**src/rtl/adc_port_pkg.sv**
```systemverilog
package adc_port_pkg;

    // Bus and result widths.
    localparam int BUS_W = 12;
    localparam int RESULT_W = 12;

    // Mode control field positions.
    localparam int STANDBY_BIT = 0;
    localparam int CAL_BIT = 1;
    localparam int RANGE_BIT = 2;
    localparam int PIN_ROLE_BIT = 3;
    localparam int FACTORY_TEST_BIT = 9;

    // Reset value of the mode control register.
    localparam logic [11:0] MODE_RESET = 12'h000;

    // Calibration lengths in master clock cycles.
    localparam int CAL_UNI_CYCLES = 6720;
    localparam int CAL_BIP_CYCLES = 9024;

    // Resynchronisation settle length in master clock cycles.
    localparam int RESYNC_CYCLES = 16;

    // Bipolar offset applied to a straight binary sample.
    localparam logic [11:0] BIPOLAR_FLIP = 12'h800;

    // Fields of the mode control register.
    typedef struct packed {
        logic [1:0] spare_hi;
        logic factory_test;
        logic [4:0] spare_lo;
        logic pin_role;
        logic range_sel;
        logic cal_start;
        logic standby;
    } mode_ctrl_t;

    // Controller states.
    typedef enum logic [2:0] {
        ST_RUN = 3'b001,
        ST_CAL = 3'b010,
        ST_SYNC = 3'b100
    } ctrl_state_t;

endpackage : adc_port_pkg

```
**src/rtl/adc_parallel_port_control.sv**
```systemverilog
`timescale 1ns/100ps
module adc_parallel_port_control #(
    parameter int WORD_PERIOD = 32,
    parameter int CAL_UNI = adc_port_pkg::CAL_UNI_CYCLES,
    parameter int CAL_BIP = adc_port_pkg::CAL_BIP_CYCLES
) (
    // Clock and reset.
    input wire logic clk,
    input wire logic rst_n,
    // Host strobes.
    input wire logic chip_select_n,
    input wire logic read_strobe_n,
    input wire logic write_strobe_n,
    // Shared parallel bus.
    input wire logic [11:0] bus_in,
    output logic [11:0] bus_out,
    output logic [11:0] bus_oe,
    // Dual-purpose pin.
    input wire logic dual_in,
    output logic dual_out,
    output logic dual_oe,
    // Converter side.
    input wire logic [11:0] sample_in,
    input wire logic sample_strobe,
    output logic data_ready_n,
    output logic standby
);

    localparam int CNT_W = 14;

    // Enable patterns for the shared bus; it is driven whole or not at all.
    localparam logic [11:0] BUS_DRIVE_ALL = 12'hFFF;
    localparam logic [11:0] BUS_DRIVE_NONE = 12'h000;

    // Result register contents before the first word arrives.
    localparam logic [11:0] RESULT_RESET = 12'h000;

    // True while the controller runs normally, neither calibrating nor resyncing.
    function automatic logic running(input adc_port_pkg::ctrl_state_t st);
        running = (st == adc_port_pkg::ST_RUN);
    endfunction : running

    // Registers, their next values and the counter compare results.
    adc_port_pkg::mode_ctrl_t mode_ff;
    adc_port_pkg::ctrl_state_t state_ff;
    adc_port_pkg::ctrl_state_t nxt_state;
    logic [CNT_W-1:0] cnt_ff;
    logic [CNT_W-1:0] nxt_cnt;
    logic [11:0] result_ff;
    logic [11:0] bus_out_ff;
    logic [11:0] bus_oe_ff;
    logic data_ready_n_ff;
    logic data_valid_n_ff;
    logic dual_oe_ff;
    logic standby_ff;
    logic wr_prev_ff;
    logic sync_prev_ff;
    logic [CNT_W-1:0] cal_len;
    logic cal_done;
    logic sync_done;

    // Strobe decoding.
    wire read_sel = !chip_select_n && !read_strobe_n;
    wire write_sel = !chip_select_n && !write_strobe_n;
    wire write_done = wr_prev_ff && !write_sel;
    wire role_sync = mode_ff.pin_role;
    // The pin is heard only once our own driver has let go of it, so the last
    // data valid level cannot pass for a resync pulse when the role changes.
    wire pin_listen = role_sync && !dual_oe_ff;
    wire sync_edge = pin_listen && dual_in && !sync_prev_ff;
    wire cal_req = write_done && bus_in[adc_port_pkg::CAL_BIT];
    // A word offered in standby, calibration or resync is dropped, not queued.
    wire new_word = running(state_ff) && sample_strobe
        && !mode_ff.standby;
    wire [11:0] coded = mode_ff.range_sel ? (sample_in ^ adc_port_pkg::BIPOLAR_FLIP)
        : sample_in;
    // The enable lags the strobes by one cycle because it comes from a flip-flop;
    // a host should leave a cycle after a read before driving the bus itself.
    wire [11:0] nxt_bus_oe = read_sel ? BUS_DRIVE_ALL : BUS_DRIVE_NONE;

    // Calibration length follows the range bit currently held in the mode register.
    assign cal_len = mode_ff.range_sel ? CNT_W'(CAL_BIP - 1) : CNT_W'(CAL_UNI - 1);
    assign cal_done = (cnt_ff == cal_len);
    assign sync_done = (cnt_ff == CNT_W'(adc_port_pkg::RESYNC_CYCLES - 1));

    // Controller next state; resync wins over calibration and standby aborts it.
    always_comb begin
        nxt_state = state_ff;
        nxt_cnt = cnt_ff + CNT_W'(1);
        unique case (state_ff)
            adc_port_pkg::ST_RUN: begin
                if (sync_edge) begin
                    nxt_state = adc_port_pkg::ST_SYNC;
                    nxt_cnt = '0;
                end else if (cal_req && !bus_in[adc_port_pkg::STANDBY_BIT]) begin
                    nxt_state = adc_port_pkg::ST_CAL;
                    nxt_cnt = '0;
                end
            end
            adc_port_pkg::ST_CAL: begin
                if (sync_edge) begin
                    nxt_state = adc_port_pkg::ST_SYNC;
                    nxt_cnt = '0;
                end else if (mode_ff.standby || cal_done) begin
                    nxt_state = adc_port_pkg::ST_RUN;
                end
            end
            adc_port_pkg::ST_SYNC: begin
                if (sync_edge) begin
                    nxt_cnt = '0;
                end else if (sync_done) begin
                    nxt_state = adc_port_pkg::ST_RUN;
                end
            end
            // A code that is not one-hot falls back to normal running.
            default: begin
                nxt_state = adc_port_pkg::ST_RUN;
                nxt_cnt = '0;
            end
        endcase
    end

    // Mode control register, loaded at the end of a write strobe.
    // Loading at the release edge lets the host settle the bus during the strobe.
    // A write that meets the end of calibration wins over the self-clear,
    // so a freshly written start bit is never lost.
    always_ff @(posedge clk or negedge rst_n) begin
        if (!rst_n) begin
            mode_ff <= adc_port_pkg::mode_ctrl_t'(adc_port_pkg::MODE_RESET);
        end else if (write_done) begin
            mode_ff <= adc_port_pkg::mode_ctrl_t'(bus_in);
        end else if (state_ff == adc_port_pkg::ST_CAL && nxt_state != adc_port_pkg::ST_CAL) begin
            mode_ff.cal_start <= 1'b0;
        end
    end

    // Controller state and counter.
    always_ff @(posedge clk or negedge rst_n) begin
        if (!rst_n) begin
            state_ff <= adc_port_pkg::ST_RUN;
            cnt_ff <= '0;
        end else begin
            state_ff <= nxt_state;
            cnt_ff <= nxt_cnt;
        end
    end

    // Strobe and pin history; the pin idles high as if pulled up.
    // While the pin is ours, or in output role, the history is forced high,
    // so the first level heard afterwards cannot on its own make a rising edge.
    always_ff @(posedge clk or negedge rst_n) begin
        if (!rst_n) begin
            wr_prev_ff <= 1'b0;
            sync_prev_ff <= 1'b1;
        end else begin
            wr_prev_ff <= write_sel;
            sync_prev_ff <= pin_listen ? dual_in : 1'b1;
        end
    end

    // Result register and data ready; ready is held high outside normal running.
    // Ready also rises as the controller leaves running, unless a word is taken in that same
    // cycle; such a word is announced through the first cycle of the calibration or resync.
    always_ff @(posedge clk or negedge rst_n) begin
        if (!rst_n) begin
            result_ff <= RESULT_RESET;
            data_ready_n_ff <= 1'b1;
            data_valid_n_ff <= 1'b1;
        end else begin
            if (new_word) begin
                result_ff <= coded;
                data_ready_n_ff <= 1'b0;
                data_valid_n_ff <= 1'b0;
            end else if (!running(state_ff) || !running(nxt_state)) begin
                data_ready_n_ff <= 1'b1;
                data_valid_n_ff <= 1'b1;
            end else if (read_sel) begin
                data_ready_n_ff <= 1'b1;
            end
        end
    end

    // Bus and pin drivers.
    // The bus comes out of reset released, and the pin starts as an input
    // until the role bit has been sampled once.
    always_ff @(posedge clk or negedge rst_n) begin
        if (!rst_n) begin
            bus_out_ff <= RESULT_RESET;
            bus_oe_ff <= BUS_DRIVE_NONE;
            dual_oe_ff <= 1'b0;
            standby_ff <= 1'b0;
        end else begin
            bus_out_ff <= result_ff;
            bus_oe_ff <= nxt_bus_oe;
            dual_oe_ff <= !role_sync;
            standby_ff <= mode_ff.standby;
        end
    end

    // Every output comes straight from its flip-flop.
    assign bus_out = bus_out_ff;
    assign bus_oe = bus_oe_ff;
    assign dual_out = data_valid_n_ff;
    assign dual_oe = dual_oe_ff;
    assign data_ready_n = data_ready_n_ff;
    assign standby = standby_ff;

endmodule : adc_parallel_port_control

```
**config.mk**
```make
export PLATFORM = sky130hd
export DESIGN_NAME = adc_parallel_port_control
export DESIGN_NICKNAME = d
export VERILOG_FILES = /design/src/rtl/adc_port_pkg.sv /design/src/rtl/adc_parallel_port_control.sv
export SDC_FILE = /design/constraint.sdc
export NUM_CORES = 1
export LEC_CHECK = 0
export BUFFER_PORTS_ARGS = -buffer_cell sky130_fd_sc_hd__buf_2
export CORE_ASPECT_RATIO = 2
export CORE_UTILIZATION = 51
export DETAILED_ROUTE_END_ITERATION = 10
export PLACE_DENSITY_LB_ADDON = 0.12
export REMOVE_ABC_BUFFERS = 1
export SLEW_MARGIN = 30
export SYNTH_ARGS = -nofsm -noshare
export SYNTH_HDL_FRONTEND = slang
export SYNTH_SLANG_ARGS = --single-unit
export TNS_END_PERCENT = 10
```
**constraint.sdc**
```tcl
create_clock -name clk -period 3 [get_ports clk]
set_input_delay 0.9 -clock clk [delete_from_list [all_inputs] [get_ports clk]]
set_output_delay 0.9 -clock clk [all_outputs]
set_load 0.02 [all_outputs]
```
==> out/qor.csv, run 1 <==
metric,value,unit
Gate Count Post-Synth,178,
number of cells upsized or downsized after cts,0,
maximum clock frequency,0.4330,GHz
run status,completed,
Peak VDD IR,478.8,µV
CTS tree,yes,
TritonCTS Buffers,5,
number of max-slew violations in the final report,0,
clock network fraction of total power,24.2,%
max cap viols,0,
flop2flop setup slack,0.69,ns
via total after detailed routing,1457,
number of iterations in the first detailed-routing pass,4,
final hold viol count,0,
mean instance size in the synthesized netlist,12.24,µm²
final cell utilization of the core,60.67,%
deepest clock path buffer count,2,
floorplan die width,48.23,µm
post-detailed-route DRC marker count,0,
Fin Setup TNS,0,ns
# rows,33,
clock root cell,sky130_fd_sc_hd__clkbuf_8,
ratio of final minimum period to clock period,76.97,%
type of the tightest min-delay check,reg2reg,
layout net count,253,
DRT Wirelength,4099,µm
number of setup violations in the final report,0,
area overhead of the layout relative to synthesis,13.78,%
Seq pwr share,53.5,%
kind of critical path,reg2reg,
Worst setup SP type,flip-flop,
biggest area consumer among synthesized cells,sky130_fd_sc_hd__dfrtp_1,
H-tree depth,2,
cell-internal power,1225,µW
setup fix buffers added after clock tree synthesis,0,
Detail Route Antenna Nets,0,
number of sinks on the clock net,51,
proportion of register bits with asynchronous set or reset after synthesis,100.0,%
layout cell share with drive strength beyond 1,34.68,%
PortBufs,50,
placeable core region,0.004088,mm²
Initial Util,53.32,%
flop and latch count out of synthesis,51,
leading cell type by number of instances after synthesis,sky130_fd_sc_hd__dfrtp_1,
endpoint class of the critical path,flip-flop,
residual overflow from global routing,0,
Switching Fraction,29.09,%
Arrival @ worst endpoint,2.49,ns
final period demand of the worst path,2.309,ns
initial antenna violation count,0,
clock-pin slew reported for the worst setup and hold paths after clock tree synthesis,0.09,ns
number of design-rule violations left by the first detailed-router iteration,52,
slew at the pin closest to its max-slew limit,0.6994,ns
RePlAce Congestion,0.8277,
Net Sw Power,502.4,µW
Commonest cells post-synth,"sky130_fd_sc_hd__dfrtp_1, sky130_fd_sc_hd__nor2_1, sky130_fd_sc_hd__buf_4, sky130_fd_sc_hd__xnor2_1, sky130_fd_sc_hd__mux2_2",
number of enable flip-flop cells after synthesis,0,
Leak,0.001154,µW
placed wire-length estimate,3092,µm
areal power density over the cells,696.5,mW/mm²
total track usage,20.58,%
maximum number of pins on one net before global-route repair,33,
boundary pin count,59,
critical path peak fanout,15,
Relative slew margins,53.38,%
"Top FF cell, synth",sky130_fd_sc_hd__dfrtp_1,
die outline area,0.004555,mm²
Worst Skew,0.007522,ns
height of the die,94.45,µm
top cells by area in the synthesized netlist,"sky130_fd_sc_hd__dfrtp_1, sky130_fd_sc_hd__dfstp_2, sky130_fd_sc_hd__xnor2_1",
sequential-to-total area share from yosys stat,58.78,%
portion of total power attributed to combinational logic,22.2,%
diodes inserted,0,
summed instance area of the synthesized netlist,0.002180,mm²
CTS Hold Bufs,0,
WP data required,3.18,ns
number of warning messages in the yosys log,0,
global-route wire length before repair,6596,µm
post-synthesis cell type count,39,
average via count per standard cell,5.318,
vias in the first global route,1490,
setup repair after global routing missed its margin,false,
share of the synthesized area in the top cell type,53.96,%
clock insertion delay at the later pin of the skew report,0.30,ns
routed wire length per instance,14.96,µm
[worst max-delay path: stages (launching register included)]
cell                      delay, ns
sky130_fd_sc_hd__dfstp_2       0.61
sky130_fd_sc_hd__or3b_1        0.46
sky130_fd_sc_hd__or3b_1        0.72
sky130_fd_sc_hd__mux2_4        0.40
[power groups by stage]
stage               Sequential (µW)  Combinational, µW  Clock (µW)
CTS                             928                392         434
global route                    950                426         461
floorplan                      1020                167           0
finish                          925                384         419
detailed placement              941                390           0
global placement                931                383           0
[cell usage in the layout (no fill, tap or decap), types with 2 or more instances in the layout]
master	count
sky130_fd_sc_hd__a21oi_1	4
sky130_fd_sc_hd__a31oi_1	2
sky130_fd_sc_hd__buf_2	50
sky130_fd_sc_hd__buf_4	2
sky130_fd_sc_hd__clkbuf_8	7
sky130_fd_sc_hd__dfrtp_1	47
sky130_fd_sc_hd__dfstp_2	4
sky130_fd_sc_hd__inv_1	5
sky130_fd_sc_hd__mux2_2	8
sky130_fd_sc_hd__mux2_4	6
sky130_fd_sc_hd__nand2_1	6
sky130_fd_sc_hd__nand2b_1	2
sky130_fd_sc_hd__nand3_1	3
sky130_fd_sc_hd__nand4_1	3
sky130_fd_sc_hd__nor2_1	20
sky130_fd_sc_hd__nor3_1	4
sky130_fd_sc_hd__nor4_1	5
sky130_fd_sc_hd__nor4b_1	2
sky130_fd_sc_hd__o21a_1	4
sky130_fd_sc_hd__o21ai_0	4
sky130_fd_sc_hd__o31ai_1	2
sky130_fd_sc_hd__or3_1	4
sky130_fd_sc_hd__or3b_1	2
sky130_fd_sc_hd__or4bb_1	2
sky130_fd_sc_hd__xnor2_1	11
[registers in the layout (all words and copies together), names as in the netlist]
register      cells
standby           1
cnt_ff           14
sync_prev_ff      1
role_sync         1
mode_ff           2
wr_prev_ff        1
state_ff          3
result_ff        12
data_ready_n      1
bus_out          12
dual_out          1
bus_oe            1
dual_oe           1
[metal layers]
layer	GRT usage [%]	routed length, µm
met3	4.589	135
met1	20.98	1473
met2	35.33	2356
met4	11.81	134
met5	0	0
[per-stage QoR]
stage          setup slack [ns]  total power, µW  cell area, µm²  hold slack (ns)  std cells
4_1_cts                  0.6803             1754            2480           0.3797        274
3_5_place_dp             0.6869             1332            2380           0.3587        266
2_1_floorplan            0.3831             1182            2049           0.3486        162
5_1_grt                  0.6062             1837            2480           0.3932        274
6_report                 0.6908             1727            2480           0.3742        274
3_3_place_gp             0.7406             1314            2380           0.3536        266
[worst paths after layout]
check                                               start                   endpoint  cells past startpoint
worst max-delay path                state_ff[0]$_DFF_PN1_  result_ff[10]$_DFFE_PN0P_                      3
worst min-delay path            result_ff[10]$_DFFE_PN0P_      bus_out[10]$_DFF_PN0_                      0
worst max register to register      state_ff[0]$_DFF_PN1_  result_ff[10]$_DFFE_PN0P_                      3
worst min register to register  result_ff[10]$_DFFE_PN0P_      bus_out[10]$_DFF_PN0_                      0
max in group asynchronous                           rst_n      state_ff[0]$_DFF_PN1_                      2
min in group asynchronous                           rst_n   result_ff[5]$_DFFE_PN0P_                      1
[layout make-up]
type	instances	area [µm²]
Clock buffer	8	100.1
Fill cell	348	1608
Inverter	5	18.77
Multi-Input combinational cell	106	749.5
Sequential cell	51	1281
Tap cell	52	65.06
Timing Repair Buffer	52	265.3
[kinds of logic after synthesis]
kind of cell             count (synthesis)  share of synthesized area [%]
AO/OA/AOI/OAI                           21                          6.258
XOR/XNOR                                12                          4.822
adder cells (fa/ha/maj)                  1                         0.5740
buffers and inverters                   21                          6.831
flip-flops                              51                          58.78
multiplexers                            14                          8.267
AND/OR/NAND/NOR                         58                          14.47
Note: power is estimated with default switching activity, not from simulation.
==> inputs of run 2 (changes only) <==
==> constraint.sdc (replaced) <==
create_clock -name clk -period 2.25 [get_ports clk]
set_input_delay 0.675 -clock clk [delete_from_list [all_inputs] [get_ports clk]]
set_output_delay 0.675 -clock clk [all_outputs]
set_load 0.02 [all_outputs]
==> run 2 against run 1 <==
Compared with the run above: critical path type unchanged; sequential share of layout area shrank 0.052 points; sequential cell count is the same; first-iteration DRC count shrank 44%; non-clock buffer count grew 3; cell count grew 1.1%; core utilization grew 0.061 points.
==> out/qor.csv, run 2 (synthesis gave the netlist of run 1 again) <==
metric,value,unit
clock insertion delay at the later pin of the skew report,0.30,ns
reg-to-reg startpoint,state_ff[0]$_DFF_PN1_,
flop2flop setup slack,0.25,ns
end point of the critical path,result_ff[8]$_DFFE_PN0P_,
layout net count,256,
deepest clock path buffer count,2,
die outline area,0.004555,mm²
CP top delay family,simple AND/OR/NAND/NOR gates,
maximum clock frequency,0.5008,GHz
endpoint class of the critical path,flip-flop,
routed wire length per instance,14.75,µm
Relative slew margins,58.18,%
number of sinks on the clock net,51,
global-route wire length before repair,6555,µm
maximum number of pins on one net before global-route repair,52,
number of cells upsized or downsized after cts,0,
height of the die,94.45,µm
run status,completed,
Crit path buffers/inverters,1,
number of max-slew violations in the final report,0,
placeable core region,0.004088,mm²
Worst setup SP type,flip-flop,
clock network fraction of total power,21.7,%
ratio of final minimum period to clock period,88.74,%
CTS Hold Bufs,0,
clock root cell,sky130_fd_sc_hd__clkbuf_8,
kind of critical path,reg2reg,
launching element of the worst setup path,state_ff[0]$_DFF_PN1_,
clock-pin slew reported for the worst setup and hold paths after clock tree synthesis,0.09,ns
diodes inserted,0,
PortBufs,50,
Arrival @ worst endpoint,2.18,ns
WP data required,2.43,ns
"leading cell type in the layout, fill and taps excluded",sky130_fd_sc_hd__buf_2,
CTS tree,yes,
"leading cell types in the layout, fill and taps excluded","sky130_fd_sc_hd__buf_2, sky130_fd_sc_hd__dfrtp_1, sky130_fd_sc_hd__nor2_1",
Hold Worst Slack,0.3815,ns
Detail Route Antenna Nets,0,
area overhead of the layout relative to synthesis,13.89,%
final hold viol count,0,
initial antenna violation count,0,
via total after detailed routing,1459,
H-tree depth,2,
boundary pin count,59,
Worst Skew,0.009074,ns
portion of total power attributed to combinational logic,23.3,%
flip-flop count of the largest register after layout,14,
critical path depth,4,
final period demand of the worst path,1.997,ns
Leak,0.001156,µW
Initial Util,53.32,%
Switching Fraction,29.58,%
Peak VDD IR,627.3,µV
number of design-rule violations left by the first detailed-router iteration,29,
max cap viols,0,
cell at the slowest stage of the critical path,sky130_fd_sc_hd__dfstp_2,
layout cell share with drive strength beyond 1,34.67,%
floorplan die width,48.23,µm
Net Sw Power,664.1,µW
endpoint of the lowest-slack register-to-register path,result_ff[8]$_DFFE_PN0P_,
residual overflow from global routing,0,
number of setup violations in the final report,0,
most numerous cell on the critical path,sky130_fd_sc_hd__or3b_1,
# rows,33,
post-detailed-route DRC marker count,0,
slew at the pin closest to its max-slew limit,0.6273,ns
DRT Wirelength,4087,µm
Reg with most FFs,cnt_ff,
RePlAce Congestion,0.7642,
total track usage,20.47,%
type of the tightest min-delay check,reg2reg,
chain of cells forming the critical path,or3b_1 -> or3b_1 -> buf_4 -> mux2_4,
highest cell delay on the worst timing path,0.61,ns
Final Cell Area,0.002482,mm²
placed wire-length estimate,3067,µm
critical path peak fanout,9,
Hold Path Depth,0,
setup repair after global routing missed its margin,false,
worst r2r path cells,4,
Seq pwr share,55.0,%
number of iterations in the first detailed-routing pass,4,
cell area after placement,0.002402,mm²
average via count per standard cell,5.267,
areal power density over the cells,904.4,mW/mm²
cell-internal power,1581,µW
vias in the first global route,1528,
fill count,354,
TritonCTS Buffers,5,
setup fix buffers added after clock tree synthesis,0,
==> run 2: layout make-up <==
type	instances	area, µm²	area share, %
clock buffers	8	80.08	3.226
repair buffers	55	287.8	11.59
multi-input cells	106	749.5	30.19
flip-flops and latches	51	1281	51.61
inverters	5	18.77	0.7560
well taps	52	65.06	2.621
==> run 2: per-stage QoR <==
| step | std cells | total power, µW | setup slack (ns) | util [%] | setup TNS (ns) |
|---|---|---|---|---|---|
| finish | 277 | 2245 | 0.2533 | 60.73 | 0 |
| global route | 277 | 2383 | 0.1841 | 60.73 | 0 |
| CTS | 277 | 2273 | 0.2523 | 60.73 | 0 |
| detailed placement | 269 | 1784 | 0.2715 | 58.77 | 0 |
| global placement | 269 | 1755 | 0.2904 | 58.77 | 0 |
| floorplan | 162 | 1576 | -0.1419 | - | -1.703 |
==> run 2: power groups by stage <==
| stage | Sequential [µW] | Combinational [µW] | Clock (µW) |
|---|---|---|---|
| global route | 1270 | 577 | 540 |
| detailed placement | 1260 | 527 | 0 |
| CTS | 1240 | 530 | 505 |
| finish | 1230 | 522 | 488 |
| floorplan | 1350 | 222 | 0 |
| global placement | 1240 | 516 | 0 |
==> run 2: worst min path at each step <==
stage	to	startpoint
floorplan	bus_out[0]$_DFF_PN0_	result_ff[0]$_DFFE_PN0P_
global placement	bus_out[0]$_DFF_PN0_	result_ff[0]$_DFFE_PN0P_
detailed placement	bus_out[0]$_DFF_PN0_	result_ff[0]$_DFFE_PN0P_
CTS	bus_out[3]$_DFF_PN0_	result_ff[3]$_DFFE_PN0P_
global route	bus_out[3]$_DFF_PN0_	result_ff[3]$_DFFE_PN0P_
finish	bus_out[3]$_DFF_PN0_	result_ff[3]$_DFFE_PN0P_
==> run 2: per-layer routing <==
layer / share of wire [%] / global-route usage (%) / up-vias
li1: - / - / 698
met5: 0 / 0 / -
met3: 3.0 / 4.015 / 5
met2: 59 / 38.22 / 34
met4: 2.0 / 9.954 / 0
met1: 36 / 18.71 / 722
==> run 2: worst register-to-register path, delay by kind of cell (launching register included) <==
kind	cells	cell delay (ns)
simple gates	2	0.78
flops	1	0.61
mux	1	0.30
buf+inv	1	0.20
==> inputs of run 3 (changes only) <==
--- a/config.mk
+++ b/config.mk
@@ -5,6 +5,7 @@
 export SDC_FILE = /design/constraint.sdc
 export NUM_CORES = 1
 export LEC_CHECK = 0
+export ABC_AREA = 1
 export BUFFER_PORTS_ARGS = -buffer_cell sky130_fd_sc_hd__buf_2
 export CORE_ASPECT_RATIO = 2
 export CORE_UTILIZATION = 51
==> run 3 against run 2 <==
Compared with the run above: sequential share of layout area is 1.0 points lower; sequential cell count did not move; clock skew is 0.0019 ns lower; combinational power grew 37%; cell count rose by 19%; global-route usage is 0.58 points higher; non-clock buffer count is 2 lower; power rose by 20%; via count up 8.6%.
==> out/qor.csv, run 3 <==
metric,value,unit
run status,completed,
routed wire length per instance,12.04,µm
boundary pin count,59,
WP data required,1.57,ns
area occupied by multi-input gates,715.7,µm²
H-tree depth,2,
placeable core region,0.004088,mm²
kind of critical path,reg2out,
clock-pin slew reported for the worst setup and hold paths after clock tree synthesis,0.09,ns
Relative slew margins,69.25,%
die outline area,0.004547,mm²
sequential cell area,0.001281,mm²
max cap viols,0,
vias in the first global route,1516,
leading cell type by number of instances after synthesis,sky130_fd_sc_hd__nand2_1,
Detail Route Antenna Nets,0,
critical path peak fanout,12,
average via count per standard cell,4.800,
layout cell share with drive strength beyond 1,28.06,%
maximum clock frequency,0.5915,GHz
CP top delay family,flip-flops,
number of max-slew violations in the final report,0,
floorplan die width,48.19,µm
top cells by area in the synthesized netlist,"sky130_fd_sc_hd__dfrtp_1, sky130_fd_sc_hd__nand2_1, sky130_fd_sc_hd__nor2_1",
layout net count,309,
number of sinks on the clock net,51,
fill count,373,
CTS Hold Bufs,0,
"Top FF cell, synth",sky130_fd_sc_hd__dfrtp_1,
non-filler instance count after layout,330,
total track usage,21.05,%
clock root cell,sky130_fd_sc_hd__clkbuf_8,
proportion of register bits with asynchronous set or reset after synthesis,100.0,%
Peak VDD IR,693.1,µV
number of design-rule violations left by the first detailed-router iteration,17,
placed wire-length estimate,3032,µm
flop and latch count out of synthesis,51,
Crit path buffers/inverters,1,
Fin Setup TNS,0,ns
CTS tree,yes,
type of the tightest min-delay check,in2async,
summed instance area of the synthesized netlist,0.002176,mm²
ratio of final minimum period to clock period,75.14,%
TritonCTS Buffers,5,
final period demand of the worst path,1.691,ns
biggest area consumer among synthesized cells,sky130_fd_sc_hd__dfrtp_1,
flip-flop count of the largest register after layout,14,
Worst setup SP type,flip-flop,
overall power after layout,2699,µW
"leading cell type in the layout, fill and taps excluded",sky130_fd_sc_hd__nand2_1,
Arrival @ worst endpoint,1.02,ns
residual overflow from global routing,0,
chain of cells forming the critical path,buf_2,
PortBufs,50,
number of cells upsized or downsized after cts,0,
post-detailed-route DRC marker count,0,
Leak,0.001336,µW
DRT Wirelength,3973,µm
diodes inserted,0,
highest cell delay on the worst timing path,0.50,ns
global-route wire length before repair,6610,µm
cell total after placement,322,
Reg with most FFs,cnt_ff,
mean instance size in the synthesized netlist,9.379,µm²
Initial Util,53.23,%
share of the synthesized area in the top cell type,54.05,%
slew at the pin closest to its max-slew limit,0.4613,ns
Gate Count Post-Synth,232,
sequential-to-total area share from yosys stat,58.88,%
number of enable flip-flop cells after synthesis,0,
final hold viol count,0,
via total after detailed routing,1584,
# rows,33,
area overhead of the layout relative to synthesis,16.39,%
RePlAce Congestion,0.8089,
areal power density over the cells,1066,mW/mm²
number of iterations in the first detailed-routing pass,4,
maximum number of pins on one net before global-route repair,32,
clock insertion delay at the later pin of the skew report,0.30,ns
Commonest cells post-synth,"sky130_fd_sc_hd__nand2_1, sky130_fd_sc_hd__dfrtp_1, sky130_fd_sc_hd__nor2_1, sky130_fd_sc_hd__inv_1, sky130_fd_sc_hd__buf_4",
deepest clock path buffer count,2,
"leading cell types in the layout, fill and taps excluded","sky130_fd_sc_hd__nand2_1, sky130_fd_sc_hd__buf_2, sky130_fd_sc_hd__dfrtp_1",
height of the die,94.37,µm
number of setup violations in the final report,0,
cell at the slowest stage of the critical path,sky130_fd_sc_hd__dfrtp_1,
endpoint class of the critical path,primary output,
setup repair after global routing missed its margin,false,
post-synthesis cell type count,29,
initial antenna violation count,0,
Worst Skew,0.007171,ns
number of warning messages in the yosys log,0,
setup fix buffers added after clock tree synthesis,0,
## run 3: cell count changes after synthesis, moves of 3 or more
cell                      before  now
sky130_fd_sc_hd__xor2_1        1    8
sky130_fd_sc_hd__o21a_1        4    0
sky130_fd_sc_hd__mux2_2        8    0
sky130_fd_sc_hd__nor2_1       20   38
sky130_fd_sc_hd__nand2_1       6   61
sky130_fd_sc_hd__nand2_2       0    3
sky130_fd_sc_hd__nand3_1       3   11
sky130_fd_sc_hd__inv_2         0    4
sky130_fd_sc_hd__inv_1         5   14
sky130_fd_sc_hd__mux2_4        6    0
sky130_fd_sc_hd__nor4_1        5    0
sky130_fd_sc_hd__xnor2_1      11    3
sky130_fd_sc_hd__or3_1         4    0
## run 3: cell families after synthesis
family	after synthesis	synth area share, %
buffers and inverters	33	8.223
and+or+nand+nor	127	25.65
DFF	51	58.88
xor gates and xnor gates	11	4.428
adders and majority gates	1	0.5750
AOI/OAI and AO/OA	9	2.243
## run 3: per-stage QoR
stage	utilization (%)	area, µm²	worst slack, ns	hold slack (ns)
finish	61.95	2532	0.5595	0.3160
floorplan	-	2064	-0.1419	0.3537
global route	61.95	2532	0.4029	0.3489
global placement	59.08	2415	0.5264	0.3585
CTS	61.95	2532	0.5424	0.3220
detailed placement	59.08	2415	0.5079	0.3608
## run 3: per-layer routing
metal,vias up,GRT usage [%],share of wire [%]
met1,747,22.53,37
li1,795,-,-
met3,4,3.250,3.6
met5,-,0,0
met2,38,36.89,57
met4,0,10.42,2.0
## run 3: path summary, 6_finish.rpt
check / from / endpoint / slack [ns] / cells past startpoint
setup reg to reg: state_ff[0]$_DFF_PN1_ / result_ff[0]$_DFFE_PN0P_ / 0.71 / 6
max in group asynchronous: rst_n / sync_prev_ff$_DFF_PN1_ / 1.34 / 2
setup / recovery: bus_oe[10]$_DFF_PN0_ / bus_oe[11] / 0.56 / 1
min in group clk: result_ff[7]$_DFFE_PN0P_ / bus_out[7]$_DFF_PN0_ / 0.38 / 0
hold reg to reg: result_ff[7]$_DFFE_PN0P_ / bus_out[7]$_DFF_PN0_ / 0.38 / 0
hold / removal: rst_n / cnt_ff[3]$_DFF_PN0_ / 0.32 / 1
## run 3: cell type report
| type | count | area share, % |
|---|---|---|
| timing repair buffer | 53 | 11.26 |
| multi-input combinational | 148 | 28.26 |
| inverter | 18 | 2.668 |
| sequential | 51 | 50.59 |
| clock buffer | 6 | 3.261 |
| tap | 52 | 2.569 |
| clock inverter | 2 | 1.383 |
## run 3: power by group
group | switching [µW] | internal (µW) | leakage [µW]
registers | 127 | 1210 | 0.000642
logic | 479 | 238 | 0.000633
clock network | 290 | 360 | 0.0000612
